===== config.mk =====
export PLATFORM = sky130hd
export DESIGN_NAME = sspbg_top
export DESIGN_NICKNAME = d
export VERILOG_FILES = /design/src/design/sspbg_pkg.sv /design/src/design/sspbg_top.sv
export SDC_FILE = /design/constraint.sdc
export NUM_CORES = 1
export LEC_CHECK = 0
export ABC_CLOCK_PERIOD_IN_PS = 6700
export BUFFER_PORTS_ARGS = -buffer_cell sky130_fd_sc_hd__buf_2
export CORE_UTILIZATION = 63
export CTS_CLUSTER_SIZE = 10
export DETAILED_ROUTE_END_ITERATION = 8
export PLACE_DENSITY_LB_ADDON = 0.15
export SYNTH_ARGS = -nofsm -noshare
export SYNTH_HDL_FRONTEND = slang
export SYNTH_SLANG_ARGS = --single-unit

===== constraint.sdc =====
create_clock -name mclk_i -period 6.7 [get_ports mclk_i]
set_input_delay 0.335 -clock mclk_i [delete_from_list [all_inputs] [get_ports mclk_i]]
set_output_delay 0.335 -clock mclk_i [all_outputs]
set_load 0.01 [all_outputs]

===== src/design/sspbg_pkg.sv =====
// Package for the sync serial port baud generator and first control register.
// Assumes a single 250 MHz clock and a simple strobe register port.
`default_nettype none
package sspbg_pkg;
	localparam logic [11:0] ADDR_CTRL_ONE  = 12'h190;
	localparam logic [11:0] ADDR_RELOAD    = 12'h191;
	localparam logic [11:0] ADDR_XFER_BUF  = 12'h192;
	localparam logic [11:0] ADDR_IRQ_STAT  = 12'h193;
	localparam logic [11:0] ADDR_IRQ_CLR   = 12'h194;
	localparam logic [11:0] ADDR_IRQ_EN    = 12'h195;
	localparam logic [11:0] ADDR_BUS_STAT  = 12'h196;
	localparam int          BIT_WRITE_COLLISION_FLAG       = 7;
	localparam int          BIT_OVF        = 6;
	localparam int          BIT_EN         = 5;
	localparam int          BIT_POL        = 4;
	localparam logic [7:0]  CTRL_RST       = 8'h00;
	localparam logic [7:0]  RELOAD_RST     = 8'h00;
	localparam logic [3:0]  BITS_PER_BYTE  = 4'h8;
	// Mode select encodings
	localparam logic [3:0]  MODE_SPI_M0    = 4'h0;
	localparam logic [3:0]  MODE_SPI_M3    = 4'h3;
	localparam logic [3:0]  MODE_SPI_S0    = 4'h4;
	localparam logic [3:0]  MODE_SPI_S1    = 4'h5;
	localparam logic [3:0]  MODE_I2C_S7    = 4'h6;
	localparam logic [3:0]  MODE_I2C_S10   = 4'h7;
	localparam logic [3:0]  MODE_I2C_M     = 4'h8;
	// Interrupt status bit positions
	localparam int          IRQ_DONE       = 0;
	localparam int          IRQ_WRITE_COLLISION_FLAG       = 1;
	localparam int          IRQ_OVF        = 2;
	localparam int          IRQ_BCOL       = 3;
	typedef enum logic [1:0] {BG_IDLE, BG_RUN, BG_STOPCHK} sspbg_state_type;
endpackage
`default_nettype wire


===== src/design/sspbg_top.sv =====
// Baud generator, shifter and control register of the sync serial port.
// Assumes registers are reached by a one-cycle strobe port; pins come in asynchronous.
//
// Design decision made here: the address-and-strobe port.
`timescale 1ns/100ps
`default_nettype none

module sspbg_top (
	input  wire logic        mclk_i,
	input  wire logic        rst_i,
	input  wire logic [11:0] addr_i,
	input  wire logic [7:0]  wdata_i,
	input  wire logic        wr_i,
	input  wire logic        rd_i,
	output logic      [7:0]  rdata_o,
	input  wire logic        sck_in_i,
	output logic             sck_o,
	output logic             sck_oe_o,
	input  wire logic        sda_in_i,
	output logic             sda_o,
	output logic             sda_oe_o,
	input  wire logic        bus_idle_i,
	input  wire logic        stop_req_i,
	output logic             irq_o
);

	////////////////////////////////////////////////////////////////////////
	logic [7:0]                     ctrl_ff;
	logic [7:0]                     reload_ff;
	logic [7:0]                     cnt_ff;
	logic [7:0]                     shift_ff;
	logic [7:0]                     rxbuf_ff;
	logic                           full_ff;
	logic [3:0]                     bits_ff;
	logic                           phase_ff;
	logic                           busy_ff;
	sspbg_pkg::sspbg_state_type     state_ff;
	logic [3:0]                     ist_ff;
	logic [3:0]                     ien_ff;
	logic                           bcol_ff;
	logic [1:0]                     sck_sync_ff;
	logic [1:0]                     sda_sync_ff;
	logic [1:0]                     sck_hist_ff;
	logic                           done_ev;
	logic                           write_collision_flag_ev;
	logic                           ovf_ev;
	logic                           bcol_ev;
	logic                           reload_pulse;
	logic                           buf_wr;
	logic                           buf_rd;
	logic [3:0]                     mode;
	logic                           is_master;
	logic                           is_spi_slave;
	logic                           is_i2c_slave;
	logic                           slave_edge;

	assign mode         = ctrl_ff[3:0];
	assign is_master    = (mode <= sspbg_pkg::MODE_SPI_M3) || (mode == sspbg_pkg::MODE_I2C_M);
	assign is_spi_slave = (mode == sspbg_pkg::MODE_SPI_S0) || (mode == sspbg_pkg::MODE_SPI_S1);
	assign is_i2c_slave = (mode == sspbg_pkg::MODE_I2C_S7) || (mode == sspbg_pkg::MODE_I2C_S10);
	assign buf_wr       = wr_i && (addr_i == sspbg_pkg::ADDR_XFER_BUF);
	assign buf_rd       = rd_i && (addr_i == sspbg_pkg::ADDR_XFER_BUF);
	assign slave_edge   = (sck_hist_ff == 2'b01) && ctrl_ff[sspbg_pkg::BIT_EN] && !is_master;

	////////////////////////////////////////////////////////////////////////
	// Pin synchronisers
	always_ff @(posedge mclk_i)
	begin
		if (rst_i)
		begin
			// Idle clock pin is pulled high, so no false edge after reset
			sck_sync_ff <= 2'b11;
			sda_sync_ff <= 2'b11;
			sck_hist_ff <= 2'b11;
		end
		else
		begin
			sck_sync_ff <= {sck_sync_ff[0], sck_in_i};
			sda_sync_ff <= {sda_sync_ff[0], sda_in_i};
			sck_hist_ff <= {sck_hist_ff[0], sck_sync_ff[1]};
		end
	end

	////////////////////////////////////////////////////////////////////////
	// Collision events per mode
	always_comb
	begin
		write_collision_flag_ev = 1'b0;
		if (buf_wr && ctrl_ff[sspbg_pkg::BIT_EN])
		begin
			if (mode == sspbg_pkg::MODE_I2C_M)
				write_collision_flag_ev = busy_ff || !bus_idle_i;
			else
				write_collision_flag_ev = busy_ff;
		end
	end

	assign ovf_ev  = done_ev && full_ff && (is_spi_slave || is_i2c_slave || mode == sspbg_pkg::MODE_I2C_M);
	assign bcol_ev = (state_ff == sspbg_pkg::BG_STOPCHK) && (cnt_ff == 8'h00) && !sda_sync_ff[1];

	////////////////////////////////////////////////////////////////////////
	// control register, hardware set wins over software write
	always_ff @(posedge mclk_i)
	begin
		if (rst_i)
			ctrl_ff <= sspbg_pkg::CTRL_RST;
		else
		begin
			if (wr_i && addr_i == sspbg_pkg::ADDR_CTRL_ONE)
				ctrl_ff <= wdata_i;
			if (write_collision_flag_ev)
				ctrl_ff[sspbg_pkg::BIT_WRITE_COLLISION_FLAG] <= 1'b1;
			if (ovf_ev)
				ctrl_ff[sspbg_pkg::BIT_OVF] <= 1'b1;
		end
	end

	always_ff @(posedge mclk_i)
	begin
		if (rst_i)
			reload_ff <= sspbg_pkg::RELOAD_RST;
		else if (wr_i && addr_i == sspbg_pkg::ADDR_RELOAD)
			reload_ff <= wdata_i;
	end

	////////////////////////////////////////////////////////////////////////
	// zero count reloads while transfer runs
	assign reload_pulse = (state_ff == sspbg_pkg::BG_RUN) && (cnt_ff == 8'h00);

	always_ff @(posedge mclk_i)
	begin
		if (rst_i)
		begin
			state_ff <= sspbg_pkg::BG_IDLE;
			cnt_ff   <= 8'h00;
			phase_ff <= 1'b0;
			busy_ff  <= 1'b0;
			bits_ff  <= 4'h0;
			shift_ff <= 8'h00;
		end
		else
		begin
			case (state_ff)
				sspbg_pkg::BG_IDLE:
				begin
					phase_ff <= ctrl_ff[sspbg_pkg::BIT_POL];
					if (buf_wr && !write_collision_flag_ev && ctrl_ff[sspbg_pkg::BIT_EN] && is_master)
					begin
						state_ff <= sspbg_pkg::BG_RUN;
						cnt_ff   <= reload_ff;
						busy_ff  <= 1'b1;
						bits_ff  <= 4'h0;
						shift_ff <= wdata_i;
					end
					else if (buf_wr && !write_collision_flag_ev && ctrl_ff[sspbg_pkg::BIT_EN])
					begin
						busy_ff  <= 1'b1;
						bits_ff  <= 4'h0;
						shift_ff <= wdata_i;
					end
					// stop needs one countdown then check
					else if (stop_req_i && mode == sspbg_pkg::MODE_I2C_M && ctrl_ff[sspbg_pkg::BIT_EN])
					begin
						state_ff <= sspbg_pkg::BG_STOPCHK;
						cnt_ff   <= reload_ff;
					end
					if (slave_edge)
					begin
						shift_ff <= {shift_ff[6:0], sda_sync_ff[1]};
						bits_ff  <= bits_ff + 4'h1;
						if (bits_ff == sspbg_pkg::BITS_PER_BYTE - 4'h1)
						begin
							bits_ff <= 4'h0;
							busy_ff <= 1'b0;
						end
					end
				end
				sspbg_pkg::BG_RUN:
				begin
					if (reload_pulse)
					begin
						cnt_ff   <= reload_ff;
						phase_ff <= !phase_ff;
						if (phase_ff != ctrl_ff[sspbg_pkg::BIT_POL])
						begin
							shift_ff <= {shift_ff[6:0], sda_sync_ff[1]};
							bits_ff  <= bits_ff + 4'h1;
							// stop after last bit, clock held
							if (bits_ff == sspbg_pkg::BITS_PER_BYTE - 4'h1)
							begin
								state_ff <= sspbg_pkg::BG_IDLE;
								busy_ff  <= 1'b0;
								bits_ff  <= 4'h0;
							end
						end
					end
					else
						cnt_ff <= cnt_ff - 8'h01;
				end
				sspbg_pkg::BG_STOPCHK:
				begin
					if (cnt_ff == 8'h00)
						state_ff <= sspbg_pkg::BG_IDLE;
					else
						cnt_ff <= cnt_ff - 8'h01;
				end
				default:
					state_ff <= sspbg_pkg::BG_IDLE;
			endcase
		end
	end

	assign done_ev = (bits_ff == sspbg_pkg::BITS_PER_BYTE - 4'h1) &&
		((busy_ff && reload_pulse && phase_ff != ctrl_ff[sspbg_pkg::BIT_POL]) ||
		(slave_edge && state_ff == sspbg_pkg::BG_IDLE));

	// Receive buffer holds byte until software reads it
	always_ff @(posedge mclk_i)
	begin
		if (rst_i)
		begin
			rxbuf_ff <= 8'h00;
			full_ff  <= 1'b0;
		end
		else if (done_ev && !full_ff)
		begin
			rxbuf_ff <= {shift_ff[6:0], sda_sync_ff[1]};
			full_ff  <= 1'b1;
		end
		else if (buf_rd)
			full_ff <= 1'b0;
	end

	always_ff @(posedge mclk_i)
	begin
		if (rst_i)
			bcol_ff <= 1'b0;
		else if (bcol_ev)
			bcol_ff <= 1'b1;
		else if (wr_i && addr_i == sspbg_pkg::ADDR_BUS_STAT)
			bcol_ff <= 1'b0;
	end

	////////////////////////////////////////////////////////////////////////
	// Interrupt status, set wins over clear
	always_ff @(posedge mclk_i)
	begin
		if (rst_i)
		begin
			ist_ff <= 4'h0;
			ien_ff <= 4'h0;
			irq_o  <= 1'b0;
		end
		else
		begin
			if (wr_i && addr_i == sspbg_pkg::ADDR_IRQ_EN)
				ien_ff <= wdata_i[3:0];
			ist_ff <= ((wr_i && addr_i == sspbg_pkg::ADDR_IRQ_CLR) ? (ist_ff & ~wdata_i[3:0]) : ist_ff)
				| {bcol_ev, ovf_ev, write_collision_flag_ev, done_ev};
			irq_o  <= |(ist_ff & ien_ff);
		end
	end

	////////////////////////////////////////////////////////////////////////
	// Pins and read port
	always_ff @(posedge mclk_i)
	begin
		if (rst_i)
		begin
			sck_o    <= 1'b0;
			sck_oe_o <= 1'b0;
			sda_o    <= 1'b1;
			sda_oe_o <= 1'b0;
			rdata_o  <= 8'h00;
		end
		else
		begin
			sck_o    <= phase_ff;
			sck_oe_o <= ctrl_ff[sspbg_pkg::BIT_EN] && is_master;
			sda_o    <= shift_ff[7];
			sda_oe_o <= ctrl_ff[sspbg_pkg::BIT_EN] && busy_ff;
			rdata_o  <= 8'h00;
			if (rd_i)
			begin
				case (addr_i)
					sspbg_pkg::ADDR_CTRL_ONE: rdata_o <= ctrl_ff;
					sspbg_pkg::ADDR_RELOAD:   rdata_o <= reload_ff;
					sspbg_pkg::ADDR_XFER_BUF: rdata_o <= rxbuf_ff;
					sspbg_pkg::ADDR_IRQ_STAT: rdata_o <= {4'h0, ist_ff};
					sspbg_pkg::ADDR_IRQ_EN:   rdata_o <= {4'h0, ien_ff};
					sspbg_pkg::ADDR_BUS_STAT: rdata_o <= {6'h00, busy_ff, bcol_ff};
					default:                  rdata_o <= 8'h00;
				endcase
			end
		end
	end

	////////////////////////////////////////////////////////////////////////
	a_write_collision_flag_sticky: assert property (@(posedge mclk_i) disable iff (rst_i)
		write_collision_flag_ev |=> ctrl_ff[sspbg_pkg::BIT_WRITE_COLLISION_FLAG]) else $error("collision flag not set");
	a_ovf_sticky: assert property (@(posedge mclk_i) disable iff (rst_i)
		ovf_ev |=> ctrl_ff[sspbg_pkg::BIT_OVF]) else $error("overflow flag not set");
	a_start_load: assert property (@(posedge mclk_i) disable iff (rst_i)
		(state_ff == sspbg_pkg::BG_IDLE && buf_wr && !write_collision_flag_ev && ctrl_ff[5] && is_master)
		|=> (state_ff == sspbg_pkg::BG_RUN && cnt_ff == $past(reload_ff))) else $error("start failed");
	a_reload_val: assert property (@(posedge mclk_i) disable iff (rst_i)
		reload_pulse |=> cnt_ff == $past(reload_ff)) else $error("reload wrong");
	a_phase_toggle: assert property (@(posedge mclk_i) disable iff (rst_i)
		reload_pulse |=> phase_ff != $past(phase_ff)) else $error("phase not toggled");
	a_clock_hold: assert property (@(posedge mclk_i) disable iff (rst_i)
		(state_ff != sspbg_pkg::BG_RUN && $stable(ctrl_ff)) |=> $stable(phase_ff)) else $error("clock moved idle");
	a_sck_follow: assert property (@(posedge mclk_i) disable iff (rst_i)
		1'b1 |=> sck_o == $past(phase_ff)) else $error("sck mismatch");
	a_i2cm_write_collision_flag: assert property (@(posedge mclk_i) disable iff (rst_i)
		(buf_wr && ctrl_ff[5] && mode == sspbg_pkg::MODE_I2C_M && !bus_idle_i) |-> write_collision_flag_ev) else $error("i2c write_collision_flag");
	a_stop_bcol: assert property (@(posedge mclk_i) disable iff (rst_i)
		bcol_ev |=> bcol_ff ##1 ist_ff[sspbg_pkg::IRQ_BCOL]) else $error("bus collision lost");
	a_ctrl_write: assert property (@(posedge mclk_i) disable iff (rst_i)
		(wr_i && addr_i == sspbg_pkg::ADDR_CTRL_ONE && !write_collision_flag_ev && !ovf_ev) |=> ctrl_ff == $past(wdata_i))
		else $error("ctrl write lost");
	c_master_byte: cover property (@(posedge mclk_i) done_ev && is_master);
	c_write_collision_flag: cover property (@(posedge mclk_i) write_collision_flag_ev);
	c_ovf: cover property (@(posedge mclk_i) ovf_ev);
	c_bcol: cover property (@(posedge mclk_i) bcol_ev);

endmodule // sspbg_top
`default_nettype wire


==> results.md, run 1 <==
- Status: finished, final reports clean
- Post-synth ARST share: 0%
- Post-route antenna net violation count: 0
- Top FF cell, synth: dfxtp_1
- Part of the power in registers: 48.6%
- Cts hold-fix bufs: 0
- CORE AREA: about 0.0059 mm^2
- Avg Synthesized Cell Area: 8.97 um^2
- Logic pwr share: 3.7%
- Seq/Total Area, Yosys: 40.3%
- Final number of setup-violating endpoints: 0
- Total track usage: 31.0%
- Clk root buf: clkbuf_8
- Vias in the first global route: 3006
- Vias per cell: around 6.3
- GR Layer Usage met2: 48.5%
- Initial core utilization: 64.9%
- Area Growth Syn to Fin: 12.3%
- DRT Pass-1 Iters: 5
- Htree depth: 3
- Post-CTS setup buffers: 0
- Maximum VDD drop: 0.162 mV
- Net Sw Frac: a little under a quarter
- Largest net degree at the start of global routing: 69
- Critical Path End Type: flip-flop
- Commonest non-fill, non-tap cells in the layout: 77 x dfxtp_1, 48 x a21oi_1, 40 x buf_2, 31 x nor2_1
- Vias: 3415
- Pwr/cell area: approximately 220 mW/mm^2
- Number of cell rows: 28
- Clock Latency Late Sink: 0.38 ns
- Gr ovfl total: 0
- Clock-pin slew on the worst setup and hold paths: 0.09 ns
- Leakage: 1.65 nW
- IO Port Bufs: 40
- Global-route wire length before repair: 15.1 mm
- Skew final: between 0.015 and 0.02 ns
- Final Cycle Share: 39.5%
- Final GP Congestion: approximately 0.9
- Worst setup SP type: flip-flop
- Total of warnings raised by yosys: 0
- DRC errors left: 0
- Commonest non-fill, non-tap cell in the layout: dfxtp_1
- Type of the most critical hold path: in2reg
- Die Wd: 79.9 um
- Clk pwr share: 47.7%
- # resized after CTS: 0
- GR Layer Usage met3: ~7.3%
- Filler instances: 471
- Routed wire length: ~9.6 mm
- Avg WL per Cell: ~18 um
- Ratio of cells with drive above 1 in the final layout: a little under a fifth
- Critical Path AT: ~3 ns
- Worst EP required: 7.00 ns
- M1 GR Usage: 42.1%
- Fmax: 378 MHz
- Mapped Area: 0.00382 mm^2
- Fin Setup TNS: 0 ns
- ANT cells: 0
- Register Area: 0.00154 mm^2
- Area occupied by multi-input gates: 0.00212 mm^2
- Count of final max-slew check failures: 0
- HPWL after detailed placement: 6.57 mm
- Yosys reg bits: a little under 80
- Num CTS Buffers: 9
- Die Y: 79.9 um
- Final hold violations: 0
- Power Total: approximately 0.95 mW
- Antenna violations before repair: 0
- Worst Path Class, Setup: reg2reg
- Final core occ: 72.9%
- P_sw: around 0.22 mW
- Tmin final: 2.65 ns
- RSZ-0062 raised after global routing: no
- Max FO, Critical Path: 11
- IO Pins: 41
- Distinct cells, synth: 70
- Max-cap check violation count: 0
- CTS sink cnt: 77
- Post-synth EDFFs: 0
- Pint: 0.726 mW
- Mapped Nets: 461
- DRT iter0 DRCs: 305
- Final #Nets: approximately 490
- Die Area: approximately 0.0064 mm^2
- Rel. slew slack: 36.0%
- Cell count after synthesis: 426
- Max clock buf depth: 2
- Transition time at the pin with the least slew margin: about 0.96 ns
- TritonCTS clock tree: yes
- Top Usage Layer GRT: met2
through the flow:
stage | hold WS (ns) | cell area (um^2) | std cells | setup WS (ns)
2_1_floorplan | 0.389 | 3820 | 426 | 4.49
3_3_place_gp | 0.398 | 4040 | 522 | 4.18
3_5_place_dp | 0.399 | 4040 | 522 | 4.12
4_1_cts | 0.147 | 4290 | 538 | 4.12
5_1_grt | 0.142 | 4290 | 538 | 3.84
6_report | 0.144 | 4290 | 538 | 4.05
area by class of cell:
type,count,area share (%)
sequential,77,35.9
clock buffer,9,2.89
tap,75,2.19
multi-input combinational,310,49.4
clock inverter,7,2.97
timing repair buffer,43,5.19
inverter,17,1.49
logic make-up after synthesis:
group	synth area share (%)
compound gates	23.2
simple gates	20.2
flops	40.3
buf+inv	4.35
mux	8.45
fa+ha+maj	2.29
xor+xnor	1.15
Yosys cell counts, types with 6 or more instances:
| library cell | count | area, um^2 |
|---|---|---|
| nor3_1 | 9 | 45.0 |
| mux2i_1 | 30 | 300 |
| nand3_1 | 6 | 30.0 |
| nor2_1 | 31 | 116 |
| ha_1 | 7 | 87.6 |
| or2_2 | 8 | 50.1 |
| dfxtp_1 | 77 | 1540 |
| nand3b_1 | 10 | 75.1 |
| inv_1 | 17 | 63.8 |
| clkbuf_1 | 12 | 45.0 |
| nand2_1 | 18 | 67.6 |
| a311oi_1 | 9 | 78.8 |
| buf_2 | 6 | 30.0 |
| o21ai_0 | 30 | 150 |
| a21oi_1 | 48 | 240 |
flip-flops by register name (all words and copies together), names as in the netlist, 2 cells and up:
register and flops:
cnt_ff 8, ctrl_ff 8, rdata_o 8, reload_ff 8, rxbuf_ff 8, shift_ff 8
bits_ff 4, ien_ff 4, ist_ff 4, sck_hist_ff 2, sck_sync_ff 2, sda_sync_ff 2
state_ff 2
worst paths after layout:
check / startpoint / to / slack [ns] / depth (start not counted)
worst max register to register: state_ff[1]$_SDFFE_PP0P_ / ist_ff[2]$_SDFF_PP0_ / 4.05 / 7
worst min-delay path: sda_in_i / sda_sync_ff[0]$_SDFF_PP1_ / 0.14 / 2
worst min register to register: sda_sync_ff[0]$_SDFF_PP1_ / sda_sync_ff[1]$_SDFF_PP1_ / 0.42 / 1
worst max-delay path: state_ff[1]$_SDFFE_PP0P_ / ist_ff[2]$_SDFF_PP0_ / 4.05 / 7
routing by layer:
metal  routed length [um]  up-vias
met5                    0        -
met4                  193        0
met3                  604       21
met2                 4460      136
met1                 4290     1617
li1                     -     1641
power by group through the flow:
stage	clock network (mW)	registers, mW	logic (mW)
floorplan	0	0.470	0.0192
global placement	0	0.470	0.0342
detailed placement	0	0.470	0.0347
CTS	0.448	0.460	0.0349
global route	0.469	0.460	0.0382
finish	0.450	0.460	0.0353
critical path, cell delays in order (launching register included):
cell     delay [ns]
dfxtp_1        0.34
inv_1          0.10
ha_1           0.37
or4bb_4        0.56
nor4b_2        0.37
a32oi_1        0.33
or2_1          0.37
a21oi_1        0.14
No activity file was read; power rests on OpenSTA's default activity.
==> run 2: changes to the inputs <==
--- a/config.mk
+++ b/config.mk
@@ -5,9 +5,9 @@
 export SDC_FILE = /design/constraint.sdc
 export NUM_CORES = 1
 export LEC_CHECK = 0
-export ABC_CLOCK_PERIOD_IN_PS = 6700
+export ABC_CLOCK_PERIOD_IN_PS = 2430
 export BUFFER_PORTS_ARGS = -buffer_cell sky130_fd_sc_hd__buf_2
-export CORE_UTILIZATION = 63
+export CORE_UTILIZATION = 53
 export CTS_CLUSTER_SIZE = 10
 export DETAILED_ROUTE_END_ITERATION = 8
 export PLACE_DENSITY_LB_ADDON = 0.15
==> constraint.sdc (replaced) <==
create_clock -name mclk_i -period 2.43 [get_ports mclk_i]
set_input_delay 0.1215 -clock mclk_i [delete_from_list [all_inputs] [get_ports mclk_i]]
set_output_delay 0.1215 -clock mclk_i [all_outputs]
set_load 0.01 [all_outputs]
==> run 2 against run 1 <==
Register-to-register slack worse by 4.0 ns. Hold slack worse by 0.093 ns. Global-route usage decreased by 3.5 points. First-iteration DRC count down 32%. Sequential share of layout area fell by 1.1 points. Sequential power increased to 2.8 times the previous value. Setup slack lost 4.0 ns. Wire length is 2.7% higher. Critical path type unchanged.
==> results.md, run 2 (synthesis results as in run 1) <==
- Routed wire length: 9.81 mm (was 9.55 mm)
- Final GP Congestion: 0.909 (was 0.924)
- DRT iter0 DRCs: 206 (was 305)
- Maximum VDD drop: 0.367 mV (was 0.162 mV)
- P_sw: 0.600 mW (was 0.219 mW)
- CP cell instances: inv_1 > ha_1 > or4b_2 > o221ai_4 > nor2_1 > a2111oi_1 > a211oi_1 (was inv_1 > ha_1 > or4bb_4 > nor4b_2 > a32oi_1 > or2_1 > a21oi_1)
- Worst Path Class, Setup: reg2reg (unchanged)
- Worst EP required: 2.65 ns (was 7.00 ns)
- Filler instances: 618 (was 471)
- Hold_ws: 0.0503 ns (was 0.144 ns)
- Tmin final: 2.34 ns (was 2.65 ns)
- Type of the most critical hold path: in2reg (unchanged)
- Final Cycle Share: 96.2% (was 39.5%)
- CORE AREA: 0.00687 mm^2 (was 0.00589 mm^2)
- HPWL after detailed placement: 7.05 mm (was 6.57 mm)
- Commonest non-fill, non-tap cell in the layout: dfxtp_1 (unchanged)
- Area Growth Syn to Fin: 16.0% (was 12.3%)
- Antenna violations before repair: 0 (unchanged)
- Vias per cell: 6.00 (was 6.35)
- Clock-pin slew on the worst setup and hold paths: 0.09 ns (about the same)
- Htree depth: 3 (unchanged)
- IO Port Bufs: 40 (unchanged)
- Pint: 1.70 mW (was 0.726 mW)
- Ratio of cells with drive above 1 in the final layout: 21.5% (was 18.1%)
- Worst setup SP type: flip-flop (unchanged)
- Post-CTS setup buffers: 0 (unchanged)
- Leakage: 1.71 nW (was 1.65 nW)
- Avg WL per Cell: 17.0 um (was 17.8 um)
- DRT Pass-1 Iters: 5 (unchanged)
- Clk pwr share: 40.5% (was 47.7%)
- Transition time at the pin with the least slew margin: 0.697 ns (was 0.960 ns)
- Final number of setup-violating endpoints: 0 (unchanged)
- Rel. slew slack: 53.3% (was 36.0%)
- Number of cell rows: 30 (was 28)
- Die Wd: 86.9 um (was 79.9 um)
- Skew final: 0.0131 ns (was 0.0154 ns)
- Net Sw Frac: 26.1% (was 23.2%)
- Post-route antenna net violation count: 0 (unchanged)
- Initial core utilization: 55.6% (was 64.9%)
- Largest net degree at the start of global routing: 47 (was 69)
- Clock Latency Late Sink: 0.36 ns (was 0.38 ns)
- Part of the power in registers: 55.1% (was 48.6%)
- Critical Path AT: 2.55 ns (was 2.94 ns)
- Count of final max-slew check failures: 0 (unchanged)
- Setup crit end: cnt_ff[0]$_SDFFE_PP0P_ (was ist_ff[2]$_SDFF_PP0_)
- Vias: 3458 (was 3415)
- Worst R2R Setup Slack: 0.09 ns (was 4.05 ns)
- Fin Setup TNS: 0 ns (unchanged)
- Die Area: 0.00755 mm^2 (was 0.00638 mm^2)
- RR Endpoint: cnt_ff[0]$_SDFFE_PP0P_ (was ist_ff[2]$_SDFF_PP0_)
- TritonCTS clock tree: yes (unchanged)
- Placed Cells: 557 (was 522)
- Critical Path End Type: flip-flop (unchanged)
- Reg2reg start: state_ff[0]$_SDFFE_PP0P_ (was state_ff[1]$_SDFFE_PP0P_)
- ANT cells: 0 (unchanged)
- Num CTS Buffers: 9 (unchanged)
- Final #Nets: 510 (was 493)
- Gr ovfl total: 0 (unchanged)
- Clk root buf: clkbuf_8 (unchanged)
- CP Depth: 7 (unchanged)
- CP max stage delay: 0.69 ns (was 0.56 ns)
- Total track usage: 27.6% (was 31.0%)
- Commonest non-fill, non-tap cells in the layout: 77 x dfxtp_1, 48 x a21oi_1, 40 x buf_2, 31 x nor2_1 (unchanged)
- Vias in the first global route: 3217 (was 3006)
- Max-cap check violation count: 0 (unchanged)
- Layout Cells excl Fill: 576 (was 538)
- Worst Setup SP: state_ff[0]$_SDFFE_PP0P_ (was state_ff[1]$_SDFFE_PP0P_)
- Crit-path slowest cell: or4b_2 (was or4bb_4)
- IO Pins: 41 (unchanged)
- Fmax: 428 MHz (was 378 MHz)
- Max FO, Critical Path: 5 (was 11)
- Pwr/cell area: 518 mW/mm^2 (was 220 mW/mm^2)
- Final hold violations: 0 (unchanged)
- Logic pwr share: 4.4% (was 3.7%)
- Power Total: 2.30 mW (was 0.945 mW)
- RSZ-0062 raised after global routing: no (unchanged)
- Reg2reg path depth: 7 (unchanged)
- Max clock buf depth: 2 (unchanged)
- Die Y: 86.9 um (was 79.9 um)
- Crit path max-delay family: compound AO/OA/AOI/OAI gates (was simple AND/OR/NAND/NOR gates)
- WP buf/inv: 1 (unchanged)
- Global-route wire length before repair: 16.0 mm (was 15.1 mm)
- CTS sink cnt: 77 (unchanged)
- DRC errors left: 0 (unchanged)
- Status: finished, final reports clean (unchanged)
==> run 2: cell types whose count changed in the layout (fill, tap and decap cells not counted), moves of 2 or more <==
cell,before,now
a2111oi_1,0,3
a2111oi_0,4,0
buf_4,3,17
dlygate4sd3_1,0,2
clkinvlp_4,0,3
bufinv_16,3,0
==> run 2: worst min path at each step <==
| stage | startpoint | endpoint | cells past startpoint |
|---|---|---|---|
| 2_1_floorplan | sck_in_i | sck_sync_ff[0]$_SDFF_PP1_ | 1 |
| 3_3_place_gp | sda_in_i | sda_sync_ff[0]$_SDFF_PP1_ | 2 |
| 3_5_place_dp | sda_in_i | sda_sync_ff[0]$_SDFF_PP1_ | 2 |
| 4_1_cts | wdata_i[1] | ien_ff[1]$_SDFFE_PP0P_ | 3 |
| 5_1_grt | wdata_i[7] | reload_ff[7]$_SDFFE_PP0P_ | 3 |
| 6_report | wdata_i[4] | reload_ff[4]$_SDFFE_PP0P_ | 3 |
==> run 2: power by group through the flow <==
stage                     Combinational, mW  Clock (mW)  Sequential (mW)
final                                 0.101       0.929             1.27
after detailed placement             0.0983           0             1.30
after floorplan                      0.0529           0             1.30
after global placement               0.0974           0             1.30
after global routing                  0.111        1.00             1.27
after CTS                             0.101       0.938             1.27
==> run 2: per-layer routing <==
| layer | global-route usage (%) | share of wire, % | up-vias |
|---|---|---|---|
| li1 | - | - | 1685 |
| met1 | 38.3 | 46 | 1628 |
| met2 | 42.4 | 46 | 125 |
| met3 | 4.27 | 6.0 | 20 |
| met4 | 11.8 | 1.8 | 0 |
| met5 | 0 | 0 | - |
==> run 2: final cells by class <==
type / count / area, um^2 / share of cell area, %
Inverter: 17 / 63.8 / 1.44
Clock buffer: 9 / 124 / 2.79
Clock inverter: 7 / 62.6 / 1.41
Multi-Input combinational cell: 311 / 2170 / 49.0
Timing Repair Buffer: 59 / 348 / 7.84
Sequential cell: 77 / 1540 / 34.8
Tap cell: 96 / 120 / 2.71
==> run 2: timing repair <==
item	in CTS	in global routing
gates resized for setup	0	10
hold endpoints to repair	2	0
hold buffers	2	0
endpoints found under the setup margin	0	18
==> run 2: worst min-delay path, stage by stage <==
cell     delay, ns
buf_2         0.11
mux2i_1       0.07
nor2_1        0.07
==> run 2: stage by stage <==
step | worst slack, ns | util (%) | instance area, um^2
after floorplan | 0.219 | - | 3820
after global placement | 0.113 | 60.7 | 4170
after detailed placement | 0.0304 | 60.7 | 4170
after CTS | 0.00722 | 63.8 | 4380
after global routing | 0.00253 | 64.6 | 4430
final | 0.0923 | 64.6 | 4430
